`src/supervisor_map.svh`:
```
/*
  Register offsets, field positions, reset values and timing constants
  of the scan run/stop supervisor.
  Assumes a 25 MHz system clock and 32-bit AXI4-Lite words.
*/
`ifndef SUPERVISOR_MAP_SVH
`define SUPERVISOR_MAP_SVH

// ----------------------------------------------------------------------
// Timing
// ----------------------------------------------------------------------
`define CLK_FREQ_KHZ 25000
`define TICK_TIME_MS 1
`define WDT_DEFAULT_MS 11'h0c8
`define WDT_MIN_MS 11'h00a
`define WDT_MAX_MS 11'h7d0
`define FLICKER_MS 11'h0fa

// ----------------------------------------------------------------------
// Register byte offsets
// ----------------------------------------------------------------------
`define REG_CTRL 5'h00
`define REG_WDT 5'h04
`define REG_STATUS 5'h08
`define REG_CODE 5'h0c
`define REG_STEP 5'h10
`define REG_STEP_LATCHED 5'h14
`define REG_CLEAR 5'h18

// ----------------------------------------------------------------------
// Fields, reset values and codes
// ----------------------------------------------------------------------
`define CTRL_TOOL_STOP 0
`define CTRL_CONTACT_EN 1
`define CTRL_ERR_STOP 2
`define CTRL_RESET 3'h0
`define CLR_SELFDIAG 0
`define CLR_OPERR 1
`define CLR_OPERR_LATCHED 2
`define OPERR_CODE 16'h0032
`define WDT_ERR_CODE 16'h0016
`define INIT_ERR_CODE 16'h000a
`define RESP_OKAY 2'h0
`define RESP_SLVERR 2'h2

`endif

```
`src/supervisor_pkg.sv`:
```
/*
  Types shared by the scan run/stop supervisor and its surroundings.
  Assumes nothing beyond a SystemVerilog compiler.
*/
package supervisor_pkg;

  typedef enum logic [4:0] {
    st_init = 5'h01,
    st_stop = 5'h02,
    st_run = 5'h04,
    st_stopping = 5'h08,
    st_halt = 5'h10
  } run_state_type;

  typedef struct packed {
    logic end_of_scan;
    logic instr_valid;
    logic always_check;
    logic exec_cond;
    logic ref_fault;
    logic [15:0] step;
  } engine_event_type;

  typedef struct packed {
    logic run_enable;
    logic outputs_on;
    logic restart_step0;
    logic skip_step;
    logic run_lamp;
    logic first_scan_flag;
  } engine_ctrl_type;

endpackage

```
`src/scan_run_stop_supervisor.sv`:
```
/*
  Run/stop arbiter, scan watchdog and self-diagnostic handler for a
  scan-cycle sequence engine, with an AXI4-Lite register slave.
  Assumes the engine reports events synchronous to aclk and obeys the
  control word it is given.
*/
// Chosen here: the AXI4-Lite interface to the registers and the register addresses.
// Summary of operation
// RQ1 - Engine runs only while the terminal pair is shorted; opening stops.
// RQ2 - Remote stop finishes the current scan up to end, then stops.
// RQ3 - Remote run after remote stop restarts execution at step 0.
// RQ4 - With contact control, contact off means run, contact on means stop.
// RQ5 - A stop from any remote source wins over all others.
// RQ6 - Run resumes only after every stopping source is set back to run.
// RQ7 - Run repeats step 0 to end; stop halts and drives outputs off.
// RQ8 - Watchdog timeout is 200 ms after reset.
// RQ9 - Watchdog timeout is settable between 10 and 2000 ms.
// RQ10 - Watchdog count restarts after end-of-scan, before step 0.
// RQ11 - End not reached within the timeout raises a watchdog error.
// RQ12 - Watchdog error turns all outputs off at once.
// RQ13 - Watchdog error makes the run lamp flicker.
// RQ14 - Any self-diagnostic error sets the flag and stores its code.
// RQ15 - Diagnosis runs at reset, at each instruction and at end of scan.
// RQ16 - Load, logic, compare, output always checked; others when enabled.
// RQ17 - Stop-mode error halts, outputs off, other state kept.
// RQ18 - Continuation error skips the faulty part and goes on.
// RQ19 - A setting picks stop or continue on operation errors.
// RQ20 - Operation error: continue, flicker, two flags, two steps, code 50.
// RQ21 - First-scan flag is on for exactly one scan after stop to run.
// RQ22 - Watchdog counts millisecond ticks and compares with the timeout.
`include "supervisor_map.svh"
`timescale 1ns/1ns
`default_nettype none

module scan_run_stop_supervisor #(
  parameter int MS_CYCLES = `CLK_FREQ_KHZ * `TICK_TIME_MS
) (
  input wire logic aclk,
  input wire logic aresetn,
  input wire logic [4:0] awaddr,
  input wire logic awvalid,
  output logic awready,
  input wire logic [31:0] wdata,
  input wire logic [3:0] wstrb,
  input wire logic wvalid,
  output logic wready,
  output logic [1:0] bresp,
  output logic bvalid,
  input wire logic bready,
  input wire logic [4:0] araddr,
  input wire logic arvalid,
  output logic arready,
  output logic [31:0] rdata,
  output logic [1:0] rresp,
  output logic rvalid,
  input wire logic rready,
  input wire logic run_terminal_pair,
  input wire logic remote_run_contact,
  input wire logic selfcheck_ok,
  input wire supervisor_pkg::engine_event_type engine_event,
  output supervisor_pkg::engine_ctrl_type engine_ctrl
);
  import supervisor_pkg::*;

  localparam int TW = $clog2(MS_CYCLES + 1);

  if (MS_CYCLES < 1) begin : g_bad_tick
    $error("MS_CYCLES must be at least one");
  end

  run_state_type state_reg, state_next;
  engine_ctrl_type engine_ctrl_reg, engine_ctrl_next;
  logic [2:0] ctrl_reg, ctrl_next;
  logic [10:0] wdt_ms_reg, wdt_ms_next, ms_count_reg, ms_count_next;
  logic [10:0] blink_ms_reg, blink_ms_next;
  logic [TW-1:0] tick_reg, tick_next;
  logic blink_reg, blink_next, flicker_reg, flicker_next;
  logic selfdiag_flag_reg, selfdiag_flag_next;
  logic oper_flag_reg, oper_flag_next;
  logic oper_latched_reg, oper_latched_next;
  logic [15:0] code_reg, code_next, step_reg, step_next;
  logic [15:0] step_latched_reg, step_latched_next;
  logic tick, running, remote_stop, instr_err, wdt_expired;

  // --------------------------------------------------------------------
  // AXI4-Lite slave
  // --------------------------------------------------------------------
  logic aw_full_reg, aw_full_next, w_full_reg, w_full_next;
  logic [4:0] waddr_reg, waddr_next;
  logic [31:0] wdata_reg, wdata_next;
  logic [3:0] wstrb_reg, wstrb_next;
  logic awready_reg, awready_next, wready_reg, wready_next;
  logic bvalid_reg, bvalid_next, arready_reg, arready_next;
  logic rvalid_reg, rvalid_next;
  logic [1:0] bresp_reg, bresp_next, rresp_reg, rresp_next;
  logic [31:0] rdata_reg, rdata_next;
  logic wr_fire;
  logic wr_hit;
  logic [31:0] wr_word;

  always_comb begin
    aw_full_next = aw_full_reg;
    w_full_next = w_full_reg;
    waddr_next = waddr_reg;
    wdata_next = wdata_reg;
    wstrb_next = wstrb_reg;
    bvalid_next = bvalid_reg;
    bresp_next = bresp_reg;
    rvalid_next = rvalid_reg;
    rresp_next = rresp_reg;
    rdata_next = rdata_reg;
    wr_fire = aw_full_reg && w_full_reg && !bvalid_reg;
    wr_hit = waddr_reg == `REG_CTRL || waddr_reg == `REG_WDT ||
             waddr_reg == `REG_CLEAR;
    for (int i = 0; i < 4; i++) begin
      wr_word[8*i +: 8] = wstrb_reg[i] ? wdata_reg[8*i +: 8] : 8'h00;
    end
    if (awvalid && awready_reg) begin
      aw_full_next = 1'b1;
      waddr_next = awaddr;
    end
    if (wvalid && wready_reg) begin
      w_full_next = 1'b1;
      wdata_next = wdata;
      wstrb_next = wstrb;
    end
    if (wr_fire) begin
      aw_full_next = 1'b0;
      w_full_next = 1'b0;
      bvalid_next = 1'b1;
      bresp_next = wr_hit ? `RESP_OKAY : `RESP_SLVERR;
    end
    if (bvalid_reg && bready) begin
      bvalid_next = 1'b0;
    end
    if (rvalid_reg && rready) begin
      rvalid_next = 1'b0;
    end
    if (arvalid && arready_reg) begin
      rvalid_next = 1'b1;
      rresp_next = `RESP_OKAY;
      unique case (araddr)
        `REG_CTRL: rdata_next = {29'h0, ctrl_reg};
        `REG_WDT: rdata_next = {21'h0, wdt_ms_reg};
        `REG_STATUS: rdata_next = {22'h0, state_reg, flicker_reg,
          oper_latched_reg, oper_flag_reg, selfdiag_flag_reg,
          engine_ctrl_reg.first_scan_flag};
        `REG_CODE: rdata_next = {16'h0, code_reg};
        `REG_STEP: rdata_next = {16'h0, step_reg};
        `REG_STEP_LATCHED: rdata_next = {16'h0, step_latched_reg};
        default: begin
          rdata_next = 32'h0;
          rresp_next = `RESP_SLVERR;
        end
      endcase
    end
    awready_next = !aw_full_next;
    wready_next = !w_full_next;
    arready_next = !rvalid_next;
  end

  always_ff @(posedge aclk) begin
    if (!aresetn) begin
      aw_full_reg <= 1'b0;
      w_full_reg <= 1'b0;
      waddr_reg <= 5'h00;
      wdata_reg <= 32'h0;
      wstrb_reg <= 4'h0;
      awready_reg <= 1'b0;
      wready_reg <= 1'b0;
      bvalid_reg <= 1'b0;
      bresp_reg <= `RESP_OKAY;
      arready_reg <= 1'b0;
      rvalid_reg <= 1'b0;
      rresp_reg <= `RESP_OKAY;
      rdata_reg <= 32'h0;
    end else begin
      aw_full_reg <= aw_full_next;
      w_full_reg <= w_full_next;
      waddr_reg <= waddr_next;
      wdata_reg <= wdata_next;
      wstrb_reg <= wstrb_next;
      awready_reg <= awready_next;
      wready_reg <= wready_next;
      bvalid_reg <= bvalid_next;
      bresp_reg <= bresp_next;
      arready_reg <= arready_next;
      rvalid_reg <= rvalid_next;
      rresp_reg <= rresp_next;
      rdata_reg <= rdata_next;
    end
  end

  assign awready = awready_reg;
  assign wready = wready_reg;
  assign bvalid = bvalid_reg;
  assign bresp = bresp_reg;
  assign arready = arready_reg;
  assign rvalid = rvalid_reg;
  assign rresp = rresp_reg;
  assign rdata = rdata_reg;

  // --------------------------------------------------------------------
  // Supervisor state, watchdog and diagnostics
  // --------------------------------------------------------------------
  always_comb begin
    tick = tick_reg == TW'(MS_CYCLES - 1); // RQ22
    running = state_reg == st_run || state_reg == st_stopping;
    remote_stop = ctrl_reg[`CTRL_TOOL_STOP] ||
      (ctrl_reg[`CTRL_CONTACT_EN] && remote_run_contact); // RQ4 RQ5 RQ6
    instr_err = engine_event.instr_valid && engine_event.ref_fault &&
      (engine_event.always_check || engine_event.exec_cond); // RQ15 RQ16
    wdt_expired = running && ms_count_reg >= wdt_ms_reg; // RQ11 RQ22
    tick_next = tick ? '0 : tick_reg + TW'(1);
    blink_ms_next = blink_ms_reg;
    blink_next = blink_reg;
    if (tick) begin
      blink_ms_next = blink_ms_reg + 11'h001;
      if (blink_ms_reg == `FLICKER_MS) begin
        blink_ms_next = 11'h000;
        blink_next = !blink_reg;
      end
    end
    ms_count_next = ms_count_reg;
    if (tick && ms_count_reg != `WDT_MAX_MS) begin
      ms_count_next = ms_count_reg + 11'h001;
    end
    state_next = state_reg;
    ctrl_next = ctrl_reg;
    wdt_ms_next = wdt_ms_reg;
    flicker_next = flicker_reg;
    selfdiag_flag_next = selfdiag_flag_reg;
    oper_flag_next = oper_flag_reg;
    oper_latched_next = oper_latched_reg;
    code_next = code_reg;
    step_next = step_reg;
    step_latched_next = step_latched_reg;
    engine_ctrl_next = engine_ctrl_reg;
    engine_ctrl_next.restart_step0 = 1'b0;
    engine_ctrl_next.skip_step = 1'b0;
    if (wr_fire && waddr_reg == `REG_CTRL) begin
      ctrl_next = wr_word[2:0]; // RQ19
    end
    if (wr_fire && waddr_reg == `REG_WDT && wr_word[10:0] >= `WDT_MIN_MS &&
        wr_word[10:0] <= `WDT_MAX_MS && wr_word[31:11] == 21'h0) begin
      wdt_ms_next = wr_word[10:0]; // RQ9
    end
    if (wr_fire && waddr_reg == `REG_CLEAR) begin
      if (wr_word[`CLR_SELFDIAG]) begin
        selfdiag_flag_next = 1'b0;
        flicker_next = 1'b0;
      end
      if (wr_word[`CLR_OPERR]) begin
        oper_flag_next = 1'b0;
      end
      if (wr_word[`CLR_OPERR_LATCHED]) begin
        oper_latched_next = 1'b0;
      end
    end
    unique case (state_reg)
      st_init: begin
        if (selfcheck_ok) begin
          state_next = st_stop;
        end else begin
          state_next = st_halt; // RQ15
          selfdiag_flag_next = 1'b1;
          code_next = `INIT_ERR_CODE;
        end
      end
      st_stop: begin
        if (run_terminal_pair && !remote_stop) begin
          state_next = st_run; // RQ3 RQ6
          engine_ctrl_next.restart_step0 = 1'b1;
          engine_ctrl_next.first_scan_flag = 1'b1; // RQ21
          ms_count_next = 11'h000;
        end
      end
      st_run, st_stopping: begin
        if (!run_terminal_pair) begin
          state_next = st_stop; // RQ1
        end else if (wdt_expired) begin
          state_next = st_halt; // RQ11 RQ12
          flicker_next = 1'b1; // RQ13
          selfdiag_flag_next = 1'b1; // RQ14
          code_next = `WDT_ERR_CODE;
        end else if (instr_err) begin
          selfdiag_flag_next = 1'b1; // RQ14 RQ20
          code_next = `OPERR_CODE;
          flicker_next = 1'b1;
          oper_flag_next = 1'b1;
          step_next = engine_event.step;
          if (!oper_latched_reg) begin
            oper_latched_next = 1'b1;
            step_latched_next = engine_event.step;
          end
          if (ctrl_reg[`CTRL_ERR_STOP]) begin
            state_next = st_halt; // RQ17
          end else begin
            engine_ctrl_next.skip_step = 1'b1; // RQ18
          end
        end else if (engine_event.end_of_scan) begin
          ms_count_next = 11'h000; // RQ10
          engine_ctrl_next.first_scan_flag = 1'b0; // RQ21
          if (state_reg == st_stopping) begin
            state_next = st_stop; // RQ2
          end else begin
            engine_ctrl_next.restart_step0 = 1'b1; // RQ7
          end
        end
        if (state_next == st_run && remote_stop) begin
          state_next = st_stopping; // RQ2 RQ5
        end
      end
      st_halt: begin
        if (!run_terminal_pair) begin
          state_next = st_stop;
        end
      end
    endcase
    engine_ctrl_next.run_enable = state_next == st_run ||
      state_next == st_stopping; // RQ7
    engine_ctrl_next.outputs_on = engine_ctrl_next.run_enable; // RQ12 RQ17
    if (!engine_ctrl_next.run_enable) begin
      engine_ctrl_next.first_scan_flag = 1'b0;
    end
    engine_ctrl_next.run_lamp = flicker_next ? blink_next :
      engine_ctrl_next.run_enable; // RQ13 RQ20
  end

  always_ff @(posedge aclk) begin
    if (!aresetn) begin
      state_reg <= st_init;
      engine_ctrl_reg <= '0;
      ctrl_reg <= `CTRL_RESET;
      wdt_ms_reg <= `WDT_DEFAULT_MS; // RQ8
      ms_count_reg <= 11'h000;
      blink_ms_reg <= 11'h000;
      tick_reg <= '0;
      blink_reg <= 1'b0;
      flicker_reg <= 1'b0;
      selfdiag_flag_reg <= 1'b0;
      oper_flag_reg <= 1'b0;
      oper_latched_reg <= 1'b0;
      code_reg <= 16'h0000;
      step_reg <= 16'h0000;
      step_latched_reg <= 16'h0000;
    end else begin
      state_reg <= state_next;
      engine_ctrl_reg <= engine_ctrl_next;
      ctrl_reg <= ctrl_next;
      wdt_ms_reg <= wdt_ms_next;
      ms_count_reg <= ms_count_next;
      blink_ms_reg <= blink_ms_next;
      tick_reg <= tick_next;
      blink_reg <= blink_next;
      flicker_reg <= flicker_next;
      selfdiag_flag_reg <= selfdiag_flag_next;
      oper_flag_reg <= oper_flag_next;
      oper_latched_reg <= oper_latched_next;
      code_reg <= code_next;
      step_reg <= step_next;
      step_latched_reg <= step_latched_next;
    end
  end

  assign engine_ctrl = engine_ctrl_reg;
endmodule
`default_nettype wire

```
`config.mk`:
```
export PLATFORM = sky130hd
export DESIGN_NAME = scan_run_stop_supervisor
export DESIGN_NICKNAME = d
export VERILOG_FILES = /design/src/supervisor_pkg.sv /design/src/scan_run_stop_supervisor.sv
export VERILOG_INCLUDE_DIRS = /design/src /design/src/src
export SDC_FILE = /design/constraint.sdc
export NUM_CORES = 1
export LEC_CHECK = 0
export ABC_AREA = 1
export BUFFER_PORTS_ARGS = -buffer_cell sky130_fd_sc_hd__buf_2
export CAP_MARGIN = 20
export CORE_MARGIN = 4
export CORE_UTILIZATION = 25
export CTS_CLUSTER_SIZE = 12
export DETAILED_ROUTE_END_ITERATION = 10
export PLACE_DENSITY = 0.51
export RECOVER_POWER = 50
export SETUP_SLACK_MARGIN = 0.4
export SLEW_MARGIN = 20
export SYNTH_ARGS = -nofsm -noshare
export SYNTH_HDL_FRONTEND = slang
export SYNTH_SLANG_ARGS = --single-unit
```
`constraint.sdc`:
```
create_clock -name aclk -period 1.9 [get_ports aclk]
set_clock_uncertainty 0.1 [all_clocks]
set_input_delay 0.095 -clock aclk [delete_from_list [all_inputs] [get_ports aclk]]
set_output_delay 0.095 -clock aclk [all_outputs]
set_load 0.05 [all_outputs]
```
== Word-level counts from Yosys, hierarchy flattened ==
Index checks and enable logic that the tools add are counted.
W data, S select, Z words.

* Add/sub/neg operators: 3
* Order comparisons: 3
* Equality and inequality tests: 25
* Mux-type cells: 82
* Bitwise operators: 6
* Reduce and logical (&&, ||, !) cells: 47

{| class="wikitable"
|+ Operator list
! operator !! number
|-
| $pmux W16 S6 || 1
|-
| $mux W11 || 7
|-
| $mux W16 || 4
|-
| $mux W5 || 11
|-
| $mux W1 || 45
|-
| $mux W8 || 4
|-
| $pmux W16 S2 || 1
|-
| $eq A5 B3 Y1 const B || 5
|-
| $add A11 B1 Y11 const B || 2
|-
| $pmux W11 S2 || 1
|-
| $logic_not A21 Y1 || 1
|-
| $eq A5 B4 Y1 const B || 4
|-
| $eq A5 B5 Y1 const B || 4
|-
| $logic_and A1 B1 Y1 || 20
|-
| $pmux W5 S4 || 1
|-
| $add A15 B1 Y15 const B || 1
|-
| $eq A15 B15 Y1 const B || 1
|-
| $ne A2 B2 Y1 const B || 6
|-
| $eq A11 B8 Y1 const B || 1
|-
| $ge A11 B11 Y1 || 1
|-
| $ge A11 B4 Y1 const B || 1
|-
| $le A11 B11 Y1 const B || 1
|-
| $ne A11 B11 Y1 const B || 1
|-
| $logic_not A5 Y1 || 2
|-
| other kinds (16) || 40
|}

* Bits in registers: 198
* Input port bits: 77
* Output and inout port bits: 47

== Logic depth before layout (Yosys ltp) ==
Gate-level depths: netlist (run 1).

* Depth in word-level cells: 14
* Mapped depth: 16
* Mapped depth without buffers: 16

== Least setup slack after synthesis (run 1) ==
Ideal clock, no wire load.

* Kind: flip-flop to flip-flop
* From: register wdt_ms_reg[10]
* To: register ms_count_reg[8]
* Library setup time: 110 ps
* Arrival time: 1813 ps
* Required time: 1690 ps
* Slack: -123 ps
* Stages on the path, launching flop included: 14
* Path buffers: 0
* Cells stage by stage: dfxtp_1 inv_1 ha_1 nand2_1 inv_1 nand2_1 nand2_1 nor2_1 nand3_1 o21ai_0 nand4_1 nand2_1 nand3b_1 inv_1

* Cells in the longest elaborated chain, start to end: 5

{| class="wikitable"
|+ RTL lines
! element !! RTL line !! source
|-
| start: declaration || scan_run_stop_supervisor.sv:74 || <nowiki>logic [10:0] wdt_ms_reg, wdt_ms_next, ms_count_reg, ms_count_next;</nowiki>
|-
| start signal: assignment || scan_run_stop_supervisor.sv:335 || <nowiki>wdt_ms_reg <= `WDT_DEFAULT_MS;</nowiki>
|-
| start signal: assignment || scan_run_stop_supervisor.sv:351 || <nowiki>wdt_ms_reg <= wdt_ms_next;</nowiki>
|-
| $ge A11 B11 Y1 || scan_run_stop_supervisor.sv:213 || <nowiki>wdt_expired = running && ms_count_reg >= wdt_ms_reg;</nowiki>
|-
| $logic_and A1 B1 Y1 || scan_run_stop_supervisor.sv:213 ||
|-
| $mux W11 || scan_run_stop_supervisor.sv:281 || <nowiki>end else if (wdt_expired) begin</nowiki>
|-
| $mux W11 || scan_run_stop_supervisor.sv:279 || <nowiki>if (!run_terminal_pair) begin</nowiki>
|-
| $pmux W11 S2 || scan_run_stop_supervisor.sv:260 || <nowiki>unique case (state_reg)</nowiki>
|-
| end signal: assignment || scan_run_stop_supervisor.sv:352 || <nowiki>ms_count_reg <= ms_count_next;</nowiki>
|-
| end: declaration || scan_run_stop_supervisor.sv:74 ||
|}

No other way between the ends.
A chain may end at the register's enable or synchronous reset.

== Worst setup path in the final report (run 1) ==
* From: register wdt_ms_reg[10]
* To: register step_latched_reg[1]

* Cells in the longest elaborated chain, start to end: 4

{| class="wikitable"
|+ RTL lines
! element !! RTL line !! source
|-
| $ge A11 B11 Y1 || scan_run_stop_supervisor.sv:213 ||
|-
| $logic_and A1 B1 Y1 || scan_run_stop_supervisor.sv:213 ||
|-
| $not A1 Y1 (no line) || n/a ||
|-
| $reduce_and A5 Y1 (no line) || n/a ||
|-
| end signal: assignment || scan_run_stop_supervisor.sv:362 || <nowiki>step_latched_reg <= step_latched_next;</nowiki>
|-
| end: declaration || scan_run_stop_supervisor.sv:82 || <nowiki>logic [15:0] step_latched_reg, step_latched_next;</nowiki>
|}

No other way between the ends.

==> tab_implementation.tex, run 1 <==
\begin{tabular}{lr}
\hline
Metric & Value \\
\hline
\multicolumn{2}{l}{\textbf{Finish}} \\
Share of layout cells above drive strength 1 & 33.5\% \\
Area growth from synthesis to layout & 53.0\% \\
Fill cell count & 3,073 \\
Fin nets & 1,442 \\
Final Instance Area & 0.0118 sq mm \\
Number of flip-flops in the largest register & 32 \\
\multicolumn{2}{l}{\textbf{Yosys}} \\
Ys flop type & dfxtp\_1 \\
Most numerous cell in the Yosys netlist & nor2\_1 \\
Synthesized cell area & 0.00768 sq mm \\
Commonest cells post-synth & nor2\_1, dfxtp\_1, inv\_1 \\
Synth Instances & 1,062 \\
Number of synthesized flops with an enable pin & 0 \\
Largest cells by area after synthesis & dfxtp\_1, nor2\_1, inv\_1 \\
Post-synthesis average cell area & 7.23 sq um \\
Count of state elements after synthesis & 169 \\
Area share of the largest cell type after synthesis & 44.0\% \\
Number of warnings issued by yosys & 0 \\
Post-synth top area cell & dfxtp\_1 \\
Share of the yosys chip area belonging to registers & 44.0\% \\
Distinct cells, synth & 48 \\
Async S/R FF share, synth & 0\% \\
\multicolumn{2}{l}{\textbf{Worst setup path}} \\
Worst reg-to-reg path cell count & 14 \\
Type of the worst setup path & reg -> reg \\
Crit path cell chain & inv\_2 > ha\_4 > nand2\_4 > nor2\_4 > nand2\_1 > nor2\_1 > nand2\_1 > nand3\_4 > inv\_2 > nand2\_8 > clkinv\_8 > nand2\_8 > o21ai\_0 > a21oi\_1 \\
Maximum single-stage delay on the critical path & 0.34 ns \\
Worst Path Arrival & 2.31 ns \\
Critical path startpoint category & flip-flop \\
Crit-path max FO & 8 \\
Required time worst endpoint & 2.16 ns \\
Slowest CP cell & dfxtp\_2 \\
Type of destination of the critical path & flip-flop \\
\multicolumn{2}{l}{\textbf{Detailed routing}} \\
Vias per std cell & 4.44 \\
Iteration count of the initial detailed-routing pass & 5 \\
Vias & 7,776 \\
Routed WL & 23,100 microns \\
Final routed wire length divided by cell count & 13.2 microns \\
Drt initial violations & 399 \\
Routed Antenna Nets & 0 \\
Post-route DRC violation count & 0 \\
\multicolumn{2}{l}{\textbf{Die}} \\
Die footprint & 0.0336 sq mm \\
Std-Cell Rows & 63 \\
Effective utilization at floorplan & 25.6\% \\
I/O Pins & 124 \\
Die height & 183 microns \\
Overall die width & 183 microns \\
Standard cell core area & 0.0300 sq mm \\
\multicolumn{2}{l}{\textbf{STA}} \\
Worst-case headroom to the max-slew limit & 57.5\% \\
Pins Over Slew Limit & 0 \\
Number of setup violations in the final report & 58 \\
Highest clock frequency the design can meet & 490 MHz \\
Minimum clock period after layout & 2.04 ns \\
Period Utilization, post-route & 107\% \\
Transition time at the pin with the least slew margin & 0.637 ns \\
RSZ-0062 raised after global routing & true \\
Final worst-path setup slack & -0.141 ns \\
Worst hold margin & 0.0140 ns \\
Hold violation count in the final report & 0 \\
Final-layout setup total negative slack & -4.54 ns \\
\multicolumn{2}{l}{\textbf{Run status}} \\
Status & complete, but fails checks \\
Violations in the final reports & setup timing \\
\multicolumn{2}{l}{\textbf{Global route}} \\
Grt total ovfl & 0 \\
Antenna violations before repair & 0 \\
Global-route wire length before repair & 38,200 microns \\
Total GRT Usage & 13.8\% \\
Vias in the first global route & 7,716 \\
Maximum number of pins on one net before global-route repair & 101 \\
\multicolumn{2}{l}{\textbf{Clock network}} \\
CTS tree & yes \\
Maximum buffer depth of the clock tree & 2 \\
Clock sink total & 169 \\
Clock transition time at the flip-flop clock pins of the worst setup and hold paths & 0.08 ns \\
Clock root buffer & clkbuf\_16 \\
Clk Latency, worst-skew pair & 0.44 ns \\
CTS H-Tree Depth & 4 \\
Clock buffers created by TritonCTS & 17 \\
\multicolumn{2}{l}{\textbf{Power}} \\
Peak supply drop & 696 uV \\
Total Power Consumption & 8180 uW \\
PwrDens & 696 mW/mm\^{}2 \\
Leakage power summed over all cells & 0.00496 uW \\
\multicolumn{2}{l}{\textbf{Worst hold path}} \\
Hold path cells & 5 \\
Min-delay worst type & in -> reg \\
\multicolumn{2}{l}{\textbf{Flow run}} \\
Maxcap violations & 0 \\
\multicolumn{2}{l}{\textbf{Placement}} \\
Post-detailed-placement cell area & 0.00925 sq mm \\
Total of buffers placed on input and output ports & 105 \\
Minimum setup slack after placement & -0.290 ns \\
Final HPWL DP & 15,600 microns \\
Final estimated routing congestion in global placement & 0.826 \\
\hline
\end{tabular}
-- logic make-up after synthesis --
logic type      count (synthesis)  share of synthesized area, %
simple gates                  409                          23.2
flops                         169                          44.0
compound gates                254                          17.9
fa+ha+maj                      16                          2.61
xor+xnor                        7                         0.798
buf+inv                       206                          11.5
other cells                     1                        0.0488
-- metal layers --
| metal | track usage (%) | up-vias | part of all wire [%] | wire length, microns |
|---|---|---|---|---|
| met5 | 0 | - | 0 | 0 |
| met1 | 18.3 | 3565 | 46 | 10600 |
| li1 | - | 4037 | - | - |
| met4 | 2.83 | 0 | 1.1 | 259 |
| met3 | 2.52 | 21 | 4.4 | 1010 |
| met2 | 23.8 | 153 | 48 | 11200 |
-- layout by cell type, fill, tap and decap left out, drive strengths merged, types with 2 or more instances in the layout --
master,n
nand3b,3
clkinv,9
xor2,6
dfxtp,169
dlygate4sd3,64
inv,161
ha,16
nor4,13
buf,231
o2111ai,2
clkbuf,19
or2,3
nand3,29
o22ai,22
o41ai,2
o31ai,4
o211ai,4
nor2,180
conb,18
a211oi,3
nor3,21
nand2,141
o21ai,119
a21oi,91
a31oi,2
nand4,21
-- per-stage QoR --
stage,utilization [%],std cells
4_1_cts,38.2,1742
2_1_floorplan,-,1079
5_1_grt,39.2,1752
6_report,39.2,1753
3_3_place_gp,30.9,1609
3_5_place_dp,30.9,1609
-- report_power, final --
part | leakage [uW] | switching [uW] | total [uW] | internal [uW]
Combinational | 0.00328 | 526 | 891 | 365
Clock | 0.000294 | 1770 | 3570 | 1800
Sequential | 0.00138 | 69.5 | 3720 | 3650
-- layout make-up --
class | count | area (sq um) | share of cell area, %
flip-flops and latches | 169 | 3420 | 29.1
repair inverters | 1 | 11.3 | 0.0958
clock buffers | 17 | 425 | 3.62
clock inverters | 15 | 188 | 1.60
multi-input cells | 707 | 4260 | 36.3
well taps | 390 | 488 | 4.15
diodes | 1 | 2.50 | 0.0213
repair buffers | 298 | 2350 | 20.0
inverters | 155 | 604 | 5.14
-- path summary, 6_finish.rpt --
| path | startpoint | end | slack (ns) |
|---|---|---|---|
| min | arvalid | rdata[13] | 0.01 |
| max reg2reg | wdt_ms_reg[10] | step_latched_reg[1] | -0.14 |
| max | wdt_ms_reg[10] | step_latched_reg[1] | -0.14 |
| min reg2reg | step_latched_reg[6] | step_latched_reg[6] | 0.36 |
-- what timing repair did --
item / 4_1_cts / 5_1_grt
setup endpoints to repair: 99 / 104
cloned: 7 / 0
hold buffers: 64 / 0
setup buffers: 30 / 10
resized for setup: 156 / 68
endpoints found under the hold margin: 93 / 0
pin swaps: 55 / 42
-- worst max-delay path: cells and delay by family, from the launching register on --
kind / cells / cell delay, ns
simple gates: 8 / 0.78
flops: 1 / 0.34
compound gates: 2 / 0.23
buf+inv: 3 / 0.25
fa+ha+maj: 1 / 0.27
Note: power is estimated with default switching activity, not from simulation.
==> inputs of run 2 (changes only) <==
--- a/config.mk
+++ b/config.mk
@@ -8,3 +8,2 @@
 export LEC_CHECK = 0
-export ABC_AREA = 1
 export BUFFER_PORTS_ARGS = -buffer_cell sky130_fd_sc_hd__buf_2
==> constraint.sdc (replaced) <==
create_clock -name aclk -period 1.9 [get_ports aclk]
set_clock_uncertainty 0.1 [all_clocks]
set_input_delay 0.285 -clock aclk [delete_from_list [all_inputs] [get_ports aclk]]
set_output_delay 0.285 -clock aclk [all_outputs]
set_load 0.05 [all_outputs]
==> run 2 against run 1 <==
The flow still finishes with violations (setup timing). Worst hold slack lost 0.0099 ns. Non-clock buffer count increased by 11. Register-to-register slack worse by 0.26 ns. Synthesized cell count shrank 15%. Clock power increased by 2%. Wire length grew 2.1%. Design area is essentially flat. Setup slack got worse by 0.26 ns. Area after synthesis decreased by 1.2%. Maximum frequency down 11%.
==> tab_implementation.tex, run 2 <==
\begin{tabular}{lr}
\hline
Metric & Value \\
\hline
\multicolumn{2}{l}{\textbf{Run status}} \\
Status & complete, but fails checks \\
Violations in the final reports & setup timing \\
\multicolumn{2}{l}{\textbf{Clock network}} \\
Clock buffers created by TritonCTS & 17 \\
Clock root buffer & clkbuf\_16 \\
Clock transition time at the flip-flop clock pins of the worst setup and hold paths & 0.07 ns \\
Clock sink total & 169 \\
Clk Latency, worst-skew pair & 0.44 ns \\
CTS H-Tree Depth & 4 \\
Maximum buffer depth of the clock tree & 2 \\
CTS tree & yes \\
\multicolumn{2}{l}{\textbf{STA}} \\
Highest clock frequency the design can meet & 434 MHz \\
Period Utilization, post-route & 121\% \\
Final worst-path setup slack & -0.402 ns \\
Transition time at the pin with the least slew margin & 0.912 ns \\
Pins Over Slew Limit & 0 \\
Minimum clock period after layout & 2.30 ns \\
Hold violation count in the final report & 0 \\
RSZ-0062 raised after global routing & true \\
Number of setup violations in the final report & 92 \\
Worst-case headroom to the max-slew limit & 39.2\% \\
\multicolumn{2}{l}{\textbf{Yosys}} \\
Post-synthesis average cell area & 8.37 sq um \\
Largest cells by area after synthesis & dfxtp\_1, nand2\_1, a21oi\_1 \\
Async S/R FF share, synth & 0\% \\
Compound-cell area share of the yosys netlist & 14.4\% \\
Commonest cells post-synth & dfxtp\_1, nand2\_1, nor2\_1 \\
Multiplexer share of the synthesized area & 5.26\% \\
Post-synthesis share of cell area spent on xor and xnor gates & 3.81\% \\
Post-synth top area cell & dfxtp\_1 \\
Synthesized cell area & 0.00759 sq mm \\
Number of synthesized flops with an enable pin & 0 \\
Distinct cells, synth & 65 \\
Area share of the largest cell type after synthesis & 44.6\% \\
Largest family of logic cells by synthesized area & simple AND/OR/NAND/NOR gates \\
Share of synthesized cell area in and, or, nand and nor gates & 23.9\% \\
Share of the yosys chip area belonging to registers & 44.6\% \\
Ys flop type & dfxtp\_1 \\
Most numerous cell in the Yosys netlist & dfxtp\_1 \\
Synth Instances & 906 \\
Post-synthesis adder-cell area fraction & 2.64\% \\
Number of warnings issued by yosys & 0 \\
Count of state elements after synthesis & 169 \\
\multicolumn{2}{l}{\textbf{Die}} \\
I/O Pins & 124 \\
Effective utilization at floorplan & 25.5\% \\
Die footprint & 0.0332 sq mm \\
Die height & 182 microns \\
Standard cell core area & 0.0298 sq mm \\
Std-Cell Rows & 63 \\
Overall die width & 182 microns \\
\multicolumn{2}{l}{\textbf{Finish}} \\
Fill cell count & 2,996 \\
Commonest cells after routing, fill and taps aside & dfxtp\_1, nand2\_1, buf\_4, buf\_2, nor2\_1 \\
Count of non-filler cells in the finished layout & 1,588 \\
Fin nets & 1,278 \\
Area growth from synthesis to layout & 55.0\% \\
Number of flip-flops in the largest register & 32 \\
Share of layout cells above drive strength 1 & 38.8\% \\
Final Instance Area & 0.0118 sq mm \\
Most common cell after layout, fill and taps aside & dfxtp\_1 \\
\multicolumn{2}{l}{\textbf{Placement}} \\
Final estimated routing congestion in global placement & 0.788 \\
Post-detailed-placement cell area & 0.00954 sq mm \\
Final HPWL DP & 16,700 microns \\
Number of instances in the placed design & 1,471 \\
Total of buffers placed on input and output ports & 105 \\
\multicolumn{2}{l}{\textbf{Worst setup path}} \\
Worst Path Arrival & 2.55 ns \\
Type of destination of the critical path & flip-flop \\
Critical path startpoint category & flip-flop \\
Type of the worst setup path & reg -> reg \\
Buf/Inv on CP & 0 \\
Crit path cell chain & or4\_4 > nor4\_4 > and4\_4 > nand3\_4 > or3\_1 > a211oi\_2 \\
Crit-path max FO & 4 \\
Required time worst endpoint & 2.14 ns \\
CP delay by family, top & simple AND/OR/NAND/NOR gates \\
Slowest CP cell & or4\_4 \\
Maximum single-stage delay on the critical path & 0.55 ns \\
\multicolumn{2}{l}{\textbf{Detailed routing}} \\
Routed Antenna Nets & 0 \\
Vias & 7,282 \\
Vias per std cell & 4.59 \\
Iteration count of the initial detailed-routing pass & 5 \\
Drt initial violations & 246 \\
Final routed wire length divided by cell count & 14.8 microns \\
Routed WL & 23,500 microns \\
Post-route DRC violation count & 0 \\
\multicolumn{2}{l}{\textbf{Worst hold path}} \\
Min-delay worst type & in -> reg \\
\multicolumn{2}{l}{\textbf{Power}} \\
Leakage power summed over all cells & 0.00466 uW \\
Peak supply drop & 428 uV \\
PwrDens & 689 mW/mm\^{}2 \\
\multicolumn{2}{l}{\textbf{Global route}} \\
Grt total ovfl & 0 \\
Total GRT Usage & 14.0\% \\
Maximum number of pins on one net before global-route repair & 56 \\
Global-route wire length before repair & 37,500 microns \\
Antenna violations before repair & 1 \\
Vias in the first global route & 7,289 \\
\multicolumn{2}{l}{\textbf{Flow run}} \\
Maxcap violations & 0 \\
\hline
\end{tabular}
run 2: cell count changes after synthesis, sizes merged, moves of 20 or more:
| cell | previous run | this run |
|---|---|---|
| o21ai | 119 | 49 |
| nor2 | 180 | 95 |
| o22ai | 22 | 2 |
| inv | 153 | 19 |
| mux2i | 0 | 32 |
run 2: through the flow:
stage / hold slack [ns] / util (%) / total power, uW / worst slack [ns] / setup TNS (ns)
finish: 0.00409 / 39.5 / 8110 / -0.402 / -15.82
global route: 0.00450 / 39.5 / 8430 / -0.477 / -24.30
CTS: 0.000934 / 38.0 / 8200 / -0.383 / -15.03
detailed placement: 0.343 / 32.0 / 4440 / -0.414 / -20.35
global placement: 0.341 / 32.0 / 4440 / -0.361 / -17.78
floorplan: 0.318 / - / 4200 / -0.463 / -8.47
run 2: kinds of logic (layout without fill, tap and decap cells):
kind of cell / after synthesis / after routing
XOR/XNOR: 33 / 33
buffers and inverters: 87 / 360
AO/OA/AOI/OAI: 183 / 183
adder cells (fa/ha/maj): 16 / 16
flip-flops: 169 / 169
AND/OR/NAND/NOR: 381 / 382
other: 1 / 19
multiplexers: 36 / 36
run 2: repair_timing:
item                       in CTS  in global routing
cloned                          7                  1
hold endpoints to repair       49                  0
setup endpoints to repair     115                111
hold buffers                   44                  0
buffers inserted               24                  9
gates resized for setup        95                 92
pin swaps                      31                 28
run 2: where the power goes:
group	internal, uW	leakage, uW	switching (uW)
clock network	2180	0.000298	1450
registers	3620	0.00138	53.9
logic	320	0.00299	485
total	6120	0.00466	1990
run 2: area by class of cell:
type                    instances  area (sq um)  area share [%]
multi-input cells             668          4630            39.3
inverters                      20          76.3           0.649
flip-flops and latches        169          3420            29.1
clock inverters                 9           138            1.17
diodes                          1          2.50          0.0213
clock buffers                  22           474            4.03
well taps                     390           488            4.15
repair buffers                309          2540            21.6
run 2: worst reg2reg max path, delay by kind of cell, from the launching register on:
family / cells / cell delay [ns]
AND/OR/NAND/NOR: 5 / 1.60
flip-flops: 1 / 0.32
AO/OA/AOI/OAI: 1 / 0.20
run 2: final timing paths:
check                   endpoint  depth (start not counted)            start  slack [ns]
max              ms_count_reg[8]                          6      tick_reg[4]       -0.40
min          step_latched_reg[6]                          3  engine_event[6]       0.004
max reg2reg      ms_count_reg[8]                          6      tick_reg[4]       -0.40
min reg2reg        wdata_reg[19]                          2    wdata_reg[19]        0.35
run 2: metal layers:
| layer | up-vias | global-route usage, % | share of wire, % |
|---|---|---|---|
| met5 | - | 0 | 0 |
| met4 | 0 | 4.83 | 2.7 |
| met1 | 3426 | 17.3 | 44 |
| met3 | 35 | 2.97 | 3.7 |
| met2 | 139 | 24.1 | 50 |
| li1 | 3682 | - | - |
==> inputs of run 3 (changes only) <==
--- a/config.mk
+++ b/config.mk
@@ -11,6 +11,6 @@
 export CORE_MARGIN = 4
-export CORE_UTILIZATION = 25
+export CORE_UTILIZATION = 45
 export CTS_CLUSTER_SIZE = 12
 export DETAILED_ROUTE_END_ITERATION = 10
-export PLACE_DENSITY = 0.51
+export PLACE_DENSITY = 0.76
 export RECOVER_POWER = 50
==> constraint.sdc (replaced) <==
create_clock -name aclk -period 1.9 [get_ports aclk]
set_clock_uncertainty 0.1 [all_clocks]
set_input_delay 0.095 -clock aclk [delete_from_list [all_inputs] [get_ports aclk]]
set_output_delay 0.095 -clock aclk [all_outputs]
set_load 0.05 [all_outputs]
==> run 3 against run 2 <==
The run still ends with setup timing left. Non-clock buffer count is 4 lower. Core utilization is 30 points higher. Wire length is 16% higher. Register-to-register slack worse by 0.04 ns. Count of clock-buffer cells in the layout is 3 lower. Sequential cell count stayed put. Combinational power is 6.2% higher. Largest cell class unchanged. Largest power group unchanged.
==> tab_implementation.tex, run 3 (synthesized netlist as in run 2, its figures left out) <==
\begin{tabular}{lr}
\hline
Metric & Value \\
\hline
\multicolumn{2}{l}{\textbf{Run status}} \\
Status & complete, but fails checks \\
Violations in the final reports & setup timing \\
\multicolumn{2}{l}{\textbf{Detailed routing}} \\
Routed WL & 27,300 microns \\
Final routed wire length divided by cell count & 19.3 microns \\
Drt initial violations & 773 \\
Vias & 8,098 \\
Iteration count of the initial detailed-routing pass & 5 \\
Routed Antenna Nets & 0 \\
Post-route DRC violation count & 0 \\
Vias per std cell & 5.73 \\
\multicolumn{2}{l}{\textbf{Clock network}} \\
Clock transition time at the flip-flop clock pins of the worst setup and hold paths & 0.07 ns \\
CTS tree & yes \\
CTS H-Tree Depth & 4 \\
Maximum buffer depth of the clock tree & 2 \\
Clock sink total & 169 \\
Clock buffers created by TritonCTS & 17 \\
Clk Latency, worst-skew pair & 0.45 ns \\
Clock root buffer & clkbuf\_16 \\
\multicolumn{2}{l}{\textbf{Worst setup path}} \\
Crit-path max FO & 4 \\
Required time worst endpoint & 2.13 ns \\
Worst Path Arrival & 2.57 ns \\
Type of destination of the critical path & flip-flop \\
Type of the worst setup path & reg -> reg \\
Critical path startpoint category & flip-flop \\
Register-to-register setup slack & -0.44 ns \\
\multicolumn{2}{l}{\textbf{Power}} \\
Peak supply drop & 681 uV \\
PwrDens & 703 mW/mm\^{}2 \\
Leakage power summed over all cells & 0.00458 uW \\
\multicolumn{2}{l}{\textbf{Finish}} \\
Share of layout cells above drive strength 1 & 35.4\% \\
Area growth from synthesis to layout & 50.9\% \\
\# diodes & 0 \\
Fin nets & 1,274 \\
Number of flip-flops in the largest register & 32 \\
Fill cell count & 1,014 \\
Most common cell after layout, fill and taps aside & dfxtp\_1 \\
Register area & 0.00341 sq mm \\
Area of combinational cells with multiple inputs & 0.00460 sq mm \\
Commonest cells after routing, fill and taps aside & dfxtp\_1, nand2\_1, buf\_2, buf\_4, a21oi\_1 \\
\multicolumn{2}{l}{\textbf{STA}} \\
Period Utilization, post-route & 123\% \\
Highest clock frequency the design can meet & 427 MHz \\
Hold violation count in the final report & 0 \\
RSZ-0062 raised after global routing & true \\
Final-layout setup total negative slack & -25.47 ns \\
Worst-case headroom to the max-slew limit & 40.4\% \\
Minimum clock period after layout & 2.34 ns \\
Transition time at the pin with the least slew margin & 0.894 ns \\
Number of setup violations in the final report & 99 \\
Pins Over Slew Limit & 0 \\
Final worst-path setup slack & -0.444 ns \\
\multicolumn{2}{l}{\textbf{Flow run}} \\
Maxcap violations & 0 \\
\multicolumn{2}{l}{\textbf{Placement}} \\
Total of buffers placed on input and output ports & 105 \\
Final HPWL DP & 14,500 microns \\
Minimum setup slack after placement & -0.419 ns \\
Final estimated routing congestion in global placement & 0.903 \\
\multicolumn{2}{l}{\textbf{Global route}} \\
Vias in the first global route & 7,671 \\
Grt total ovfl & 0 \\
Antenna violations before repair & 0 \\
Global-route wire length before repair & 39,000 microns \\
Maximum number of pins on one net before global-route repair & 61 \\
Total GRT Usage & 26.1\% \\
\multicolumn{2}{l}{\textbf{Die}} \\
Die height & 138 microns \\
I/O Pins & 124 \\
Std-Cell Rows & 47 \\
Overall die width & 138 microns \\
Standard cell core area & 0.0165 sq mm \\
Die footprint & 0.0190 sq mm \\
Effective utilization at floorplan & 45.9\% \\
\multicolumn{2}{l}{\textbf{Worst hold path}} \\
Min-delay worst type & in -> reg \\
\hline
\end{tabular}
run 3: cell type report:
| type | count | area share, % |
|---|---|---|
| inverter | 20 | 0.667 |
| timing repair buffer | 305 | 21.9 |
| multi-input combinational | 668 | 40.1 |
| clock inverter | 13 | 1.25 |
| sequential | 169 | 29.8 |
| clock buffer | 19 | 3.87 |
| tap | 220 | 2.40 |
run 3: where the power goes:
group          switching, uW  total (uW)  internal (uW)
registers               55.8        3670           3620
logic                    516         855            338
clock network           1540        3530           1980
total                   2120        8050           5940
run 3: through the flow:
stage	area [sq um]	power (uW)	hold WS [ns]	std cells	util, %
6_report	11500	8050	0.0396	1414	69.3
5_1_grt	11500	8260	0.0694	1414	69.3
4_1_cts	11000	7950	0.0194	1404	66.8
3_5_place_dp	9200	4420	0.240	1285	55.7
3_3_place_gp	9200	4410	0.237	1285	55.7
2_1_floorplan	7980	4200	0.128	923	-
run 3: path summary, 6_finish.rpt:
| check | endpoint | cells past startpoint | startpoint |
|---|---|---|---|
| max | step_reg[9] | 12 | wdt_ms_reg[5] |
| min | state_reg[1] | 4 | engine_event[20] |
| max reg2reg | step_reg[9] | 12 | wdt_ms_reg[5] |
| min reg2reg | wdata_reg[28] | 2 | wdata_reg[28] |
run 3: layer usage:
layer / track usage, % / up-vias / share of wire, %
met5: 0 / - / 0
met4: 11.1 / 0 / 4.7
met3: 5.48 / 112 / 8.1
met2: 45.6 / 464 / 50
met1: 31.2 / 3844 / 38
li1: - / 3678 / -
run 3: repair_timing:
item                                    CTS  global route
pin swaps                                28            36
endpoints found under the setup margin  104           118
cloned                                    7             1
resized for setup                        72            82
setup buffers                            13             9
hold buffers                             67             0
endpoints found under the hold margin    89             0
run 3: critical path, cell delays in order (launching register included):
cell and delay (ns):
dfxtp_2 0.34, inv_1 0.07, ha_4 0.30, nand2_4 0.07, o21ai_4 0.16, a21oi_2 0.06, buf_4 0.14, o211ai_1 0.22
buf_4 0.21, buf_6 0.12, buf_16 0.12, mux2i_4 0.23, nor2_2 0.07
